[src/pkg/cmt_defines.svh]
/*
  constants for the cache and mmu test state register: bit positions,
  width, reset value and coprocessor decode values.
  assumes inclusion by bare name from package and design files.
*/
`ifndef CMT_DEFINES_SVH
`define CMT_DEFINES_SVH

`define CMT_WIDTH 13
`define CMT_RESET 13'h0000
`define CMT_WR_MASK 13'h1ffe
`define CMT_BIT_DC_STREAM_DIS 12
`define CMT_BIT_IC_STREAM_DIS 11
`define CMT_BIT_DC_FILL_DIS 10
`define CMT_BIT_IC_FILL_DIS 9
`define CMT_BIT_CLOCK_SELECT_DISABLE 8
`define CMT_BIT_ASYNC_OVR 7
`define CMT_BIT_NOTFAST_OVR 6
`define CMT_BIT_DC_FORCE_NC 5
`define CMT_BIT_IC_FORCE_NC 4
`define CMT_BIT_MMU_TEST 3
`define CMT_BIT_INSTR_TLB_MISS_ABORT 2
`define CMT_BIT_DATA_TLB_MISS_ABORT 1
`define CMT_BIT_INTERP_MODE 0
`define CMT_COPROC_NUM 4'hf
`define CMT_OPC1 3'h0
`define CMT_CRN 4'hf
`define CMT_CRM 4'h0
`define CMT_OPC2 3'h0

`endif

[src/pkg/cmt_pkg.sv]
/*
  types for the cache and mmu test state register.
  assumes cmt_defines.svh is on the include path.
*/
`include "cmt_defines.svh"

package cmt_pkg;
  typedef logic [`CMT_WIDTH-1:0] state_word_t;
  // {async, notfast} pair
  typedef enum logic [1:0] {
    MODE_CORE_BUS = 2'h0,
    MODE_SYNC = 2'h1,
    MODE_RESERVED = 2'h2,
    MODE_ASYNC = 2'h3
  } clock_mode_t;
endpackage : cmt_pkg

[src/logic/cache_mmu_test_state.sv]
/*
  test state register of the system control coprocessor: coprocessor
  read and write port, scan chain port, and the decoded test overrides
  that steer the caches, the tlbs and clock-mode selection.
  assumes the coprocessor and scan ports come from logic on the same
  clock, and that the core fills rdata bits above 12 as it likes.
*/
// What this block does
// reset clears all thirteen bits so no override is active
// coprocessor write to test space op 0, c0, op 0 updates bits 12..1
// coprocessor read returns bits 12..0, upper result bits undefined
// bit 0 changes only through scan chain 15, never by coprocessor write
// software writes zero in bits 31..13 and bit 0
// scan chain may also read and write bits 12..1
// bit 12 stops data cache streaming; word returned after linefill
// bit 11 stops instruction cache streaming; delivery after linefill
// bit 10 disables data cache linefills
// bit 9 disables instruction cache linefills
// bit 8 disables control register 1 clock-select bits 31..30
// bits 7..6 override code: core bus, sync, reserved, async
// bits 5 and 4 force non-cacheable data and instruction cache
// bit 3 enables extra tlb index auto-increment
// bit 2 disables instruction tlb hardware walks
// bit 1 disables data tlb hardware walks
// bit 0 enables interpreted coprocessor mode
// linefill disabled: miss fetches single word, no allocate, hits served
// effective select = control bit and not bit 8, or override bit
// forced non-cacheable: single accesses, write hits update, read hits ignored
// index advances on ram writes, or any cam/ram access with bit 3
// reserved clock code 10 is stored and read back unchanged
`timescale 1ns/100ps
`include "cmt_defines.svh"

module cache_mmu_test_state (
  input wire logic clock,
  input wire logic arst_n,
  // coprocessor transfer
  input wire logic cp_valid,
  input wire logic cp_is_write,
  input wire logic [3:0] cp_num,
  input wire logic [2:0] cp_opc1,
  input wire logic [3:0] cp_crn,
  input wire logic [3:0] cp_crm,
  input wire logic [2:0] cp_opc2,
  input wire logic [31:0] cp_wdata,
  output logic cp_hit,
  output logic [31:0] cp_rdata,
  // debug scan chain 15, test state selected
  input wire logic scan_write,
  input wire logic [`CMT_WIDTH-1:0] scan_wdata,
  output logic [`CMT_WIDTH-1:0] scan_rdata,
  // control register 1 clock selects
  input wire logic ctrl_async_select_bit,
  input wire logic ctrl_notfast_select_bit,
  output logic async_clock_eff,
  output logic not_core_bus_clock_mode_eff,
  output cmt_pkg::clock_mode_t clock_mode,
  // data cache policy
  input wire logic d_region_cacheable,
  output logic d_cacheable_eff,
  output logic d_linefill_en,
  output logic d_stream_en,
  output logic d_read_hit_use,
  output logic d_write_hit_update,
  // instruction cache policy
  input wire logic i_region_cacheable,
  output logic i_cacheable_eff,
  output logic i_linefill_en,
  output logic i_stream_en,
  output logic i_read_hit_use,
  // tlb test index pointer
  input wire logic tlb_entry_ram_write,
  input wire logic tlb_entry_ram_read,
  input wire logic tlb_cam_write,
  input wire logic tlb_cam_read,
  output logic tlb_index_advance,
  // mmu and debug controls
  output logic instruction_tlb_walk_en,
  output logic data_tlb_walk_en,
  output logic interp_mode
);

  cmt_pkg::state_word_t state_reg, state_next;
  logic [31:0] rdata_reg, rdata_next;
  logic decode_hit;
  logic cp_wr, cp_rd;

  // full decode of the test state address in test register space
  assign decode_hit = (cp_num == `CMT_COPROC_NUM) && (cp_opc1 == `CMT_OPC1) && (cp_crn == `CMT_CRN)
                      && (cp_crm == `CMT_CRM) && (cp_opc2 == `CMT_OPC2);
  assign cp_wr = cp_valid && cp_is_write && decode_hit;
  assign cp_rd = cp_valid && !cp_is_write && decode_hit;
  assign cp_hit = cp_valid && decode_hit;

  always_comb begin
    state_next = state_reg;
    rdata_next = rdata_reg;
    if (scan_write) begin
      // scan carries the whole word; it wins over a coprocessor write
      state_next = scan_wdata;
    end else if (cp_wr) begin
      state_next = (state_reg & ~`CMT_WR_MASK) | (cp_wdata[`CMT_WIDTH-1:0] & `CMT_WR_MASK);
    end
    if (cp_rd) begin
      // undefined upper bits read as zero
      rdata_next = {{(32-`CMT_WIDTH){1'b0}}, state_reg};
    end
  end

  always_ff @(posedge clock or negedge arst_n) begin
    if (!arst_n) begin
      state_reg <= `CMT_RESET;
      rdata_reg <= 32'h0000_0000;
    end else begin
      state_reg <= state_next;
      rdata_reg <= rdata_next;
    end
  end

  assign cp_rdata = rdata_reg;
  assign scan_rdata = state_reg;

  // clock-mode selection
  assign async_clock_eff = (ctrl_async_select_bit & ~state_reg[`CMT_BIT_CLOCK_SELECT_DISABLE])
                           | state_reg[`CMT_BIT_ASYNC_OVR];
  assign not_core_bus_clock_mode_eff = (ctrl_notfast_select_bit & ~state_reg[`CMT_BIT_CLOCK_SELECT_DISABLE])
                           | state_reg[`CMT_BIT_NOTFAST_OVR];
  // code 10 passes through; the clock logic gives it no meaning
  assign clock_mode = cmt_pkg::clock_mode_t'({async_clock_eff, not_core_bus_clock_mode_eff});

  // data cache policy
  assign d_cacheable_eff = d_region_cacheable & ~state_reg[`CMT_BIT_DC_FORCE_NC];
  // fill off: miss is a single non-allocating word, hits still served
  assign d_linefill_en = d_cacheable_eff & ~state_reg[`CMT_BIT_DC_FILL_DIS];
  assign d_stream_en = d_linefill_en & ~state_reg[`CMT_BIT_DC_STREAM_DIS];
  assign d_read_hit_use = d_cacheable_eff;
  // write hits keep the cache coherent even when forced non-cacheable
  assign d_write_hit_update = 1'b1;

  // instruction cache policy
  assign i_cacheable_eff = i_region_cacheable & ~state_reg[`CMT_BIT_IC_FORCE_NC];
  assign i_linefill_en = i_cacheable_eff & ~state_reg[`CMT_BIT_IC_FILL_DIS];
  assign i_stream_en = i_linefill_en & ~state_reg[`CMT_BIT_IC_STREAM_DIS];
  assign i_read_hit_use = i_cacheable_eff;

  // tlb index pointer advance
  assign tlb_index_advance = tlb_entry_ram_write
                             | (state_reg[`CMT_BIT_MMU_TEST]
                                & (tlb_entry_ram_read | tlb_cam_write | tlb_cam_read));

  // mmu and debug controls
  assign instruction_tlb_walk_en = ~state_reg[`CMT_BIT_INSTR_TLB_MISS_ABORT];
  assign data_tlb_walk_en = ~state_reg[`CMT_BIT_DATA_TLB_MISS_ABORT];
  assign interp_mode = state_reg[`CMT_BIT_INTERP_MODE];
endmodule : cache_mmu_test_state

[config.mk]
export PLATFORM = sky130hd
export DESIGN_NAME = cache_mmu_test_state
export DESIGN_NICKNAME = d
export VERILOG_FILES = /design/src/pkg/cmt_pkg.sv /design/src/logic/cache_mmu_test_state.sv
export VERILOG_INCLUDE_DIRS = /design/src /design/src/pkg
export SDC_FILE = /design/constraint.sdc
export NUM_CORES = 1
export LEC_CHECK = 0
export ABC_AREA = 1
export CAP_MARGIN = 30
export CORE_MARGIN = 2
export CORE_UTILIZATION = 30
export DETAILED_ROUTE_END_ITERATION = 6
export DONT_BUFFER_PORTS = 1
export HOLD_SLACK_MARGIN = 0.05
export PLACE_DENSITY = 0.55
export SLEW_MARGIN = 20
export SYNTH_ARGS = -nofsm -noshare
export SYNTH_HDL_FRONTEND = slang
export SYNTH_SLANG_ARGS = --single-unit
[constraint.sdc]
create_clock -name clock -period 1.1 [get_ports clock]
set_clock_uncertainty 0.1 [all_clocks]
set_input_delay 0.22 -clock clock [delete_from_list [all_inputs] [get_ports clock]]
set_output_delay 0.22 -clock clock [all_outputs]
set_load 0.005 [all_outputs]
==> results_dict.tcl <==
set metrics [dict create \
    crit_slowest_cell "dfrtp_1" \
    fillCellCount 594 \
    p_sw_mw 0.608 \
    p_comb_frac 0.217 \
    met2_usage 0.204 \
    synth_cell_types 22 \
    first_global_vias 1328 \
    power.internal_mw 1.56 \
    drive_gt1_frac 0.289 \
    cts-root-buf "clkbuf_8" \
    r2r_start "scan_rdata[12]" \
    holdWs_ns 0.0610 \
    vias 1427 \
    cap_violations 0 \
    htreeDepth 1 \
    cp.required_ns 0.78 \
    cp_num_buf_inv 2 \
    met3_usage 0.0227 \
    worstSetupEndpointType "output pin" \
    drt_iter0_markers 29 \
    failed_checks "negative setup slack" \
    status "complete, but fails checks" \
    initial_core_util 0.308 \
    ys_top_cells_by_count "nand2_1, buf_4, dfrtp_1" \
    hold_class "in -> reg" \
    rsz0062_at_grt "yes" \
    routed_wl_mm 4.11 \
    synth-edff-count 0 \
    wl_per_cell_um 12.6 \
    ios 139 \
    synthArstFlopShare 1.00 \
    start_kind "flop" \
    grt_usage 0.130 \
    syn_avg_cell_area_um2 7.15 \
    arrival_ns 1.01 \
    period_minus_slack_ns 1.33 \
    dp_hpwl_mm 3.16 \
    ys_seq_elements 26 \
    dp_cells 311 \
    die_h_um 78.7 \
    worstHoldStart "cp_wdata[1]" \
    ant_nets 0 \
    overflow 0 \
    worst_slack_ns -0.227 \
    crit_chain "buf_4 -> buf_4" \
    cts_made_buffers 3 \
    place.gp.congestion 0.742 \
    leakage_nw 1.09 \
    holdPathStages 4 \
    p_per_area_mw_per_mm2 1030 \
    busiest_layer "met2" \
    finalInstanceArea_mm2 0.00211 \
    fp-row-count 27 \
    ir_drop_mv 0.496 \
    fp.dieW_um 78.7 \
    antenna_found_initial 0 \
    r2r_slack_ns 0.09 \
    cts_sinks 26 \
    path_class "reg -> out" \
    synth_warnings 0 \
    synth_cells 234 \
    yosysSeqAreaShare 0.389 \
    grt_max_degree 27 \
    tns_ns -2.99 \
    synth_area_leader_cell "dfrtp_1" \
    route.detailed.vias_per_inst 4.39 \
    grt_pass1_wl_mm 6.50 \
    seqPwrFrac 0.504 \
    synth_most_common_cell "nand2_1" \
    crit_fanout 3 \
    drtPass1Iterations 4 \
    placed_cell_area_mm2 0.00180 \
    maxSlewViolCount 0 \
    finish.cell_count_without_fillers 325 \
    r2r-end "cp_rdata[12]" \
    critPathMaxStageDelay_ns 0.44 \
    insertedDiodeCount 0 \
    fin_crit_sh 1.21 \
    io_buffers 0 \
    reg2regPathDepth 4 \
    area_growth_pct 26.2 \
    core_mm2 0.00544 \
    num-nets-final 330 \
    whs_endpoint "scan_rdata[1]" \
    post-place-ws_ns -0.194 \
    cp_common_cell "buf_4" \
    synthesis.area_mm2 0.00167 \
    grt_use_met1 0.182 \
    synthFlopType "dfrtp_1" \
    switching_share 0.280 \
    fmax_mhz 754 \
    synthDominantCellAreaShare 0.389 \
    die-area_mm2 0.00619 \
    synth.area.top_cells "dfrtp_1, nand2_1, buf_4" \
    drc 0 \
    cts_tree "yes" \
    power_frac_clock 0.279 \
    clk_pin_slew_ns 0.09 \
    insertion_delay_ns 0.26 \
    cts_buffer_depth 2 \
    crit_family "flip-flops" \
    hold_viol 0 \
    setup_violations 23 \
]
## power by group through the flow
stage	clock [mW]	combinational, mW	sequential, mW
3_5_place_dp	0	0.347	1.09
2_1_floorplan	0	0.284	1.08
4_1_cts	0.638	0.449	1.08
5_1_grt	0.672	0.531	1.10
3_3_place_gp	0	0.343	1.09
6_report	0.605	0.472	1.09
## repair_timing
action,4_1_cts,5_1_grt
buffers inserted,3,1
hold buffers,6,0
hold endpoints to repair,29,0
cloned,0,0
pin swaps,7,3
resized for setup,25,12
setup endpoints to repair,24,37
## layer usage
metal,part of all wire,routed length [um]
met1,0.45,1840
met5,0,0
met3,0.063,257
met2,0.48,1980
met4,0.0088,36
## through the flow
stage          utilization  power [mW]
5_1_grt              0.388        2.30
4_1_cts              0.375        2.17
3_3_place_gp         0.332        1.43
2_1_floorplan            -        1.37
6_report             0.388        2.17
3_5_place_dp         0.332        1.43
## tightest hold or removal path, cell delays in order
cell	delay, ns
nand2_1	0.03
nand2_1	0.05
nand2_1	0.05
nand2_1	0.04
## worst max path at each step
stage | startpoint | endpoint | cells after the start
floorplan | cp_opc1[1] | cp_rdata[0] | 7
global placement | cp_crn[2] | cp_rdata[3] | 7
detailed placement | cp_crn[2] | cp_rdata[1] | 7
CTS | scan_rdata[12] | d_stream_en | 1
global route | scan_rdata[10] | d_stream_en | 1
finish | scan_rdata[10] | scan_rdata[10] | 2
## sequential cells by signal, summed over array words and instances, names as in the netlist
name	flops
scan_rdata	13
cp_rdata	13
## cell type report
type	count	area (um2)	share of cell area
Sequential cell	26	659	0.312
Inverter	16	60.1	0.0284
Timing Repair Buffer	31	292	0.138
Multi-Input combinational cell	176	956	0.453
Tap cell	72	90.1	0.0427
Clock buffer	4	55.1	0.0261
## cells in the final DEF, fill, tap and decap left out, types with 5 or more instances in the layout
cell type / instances
nand2_1: 98
conb_1: 20
dfrtp_1: 19
buf_4: 16
nand4_1: 14
inv_1: 10
nand3_2: 10
buf_6: 9
dfrtp_2: 7
inv_2: 6
nor2_1: 6
nand3_1: 5
dlygate4sd3_1: 5
## logic make-up after synthesis
logic type,after synthesis,synth area share
and+or+nand+nor,153,0.413
AOI/OAI and AO/OA,3,0.0135
buffers and inverters,50,0.181
DFF,26,0.389
other,2,0.00449
(Power assumes the default switching activity.)
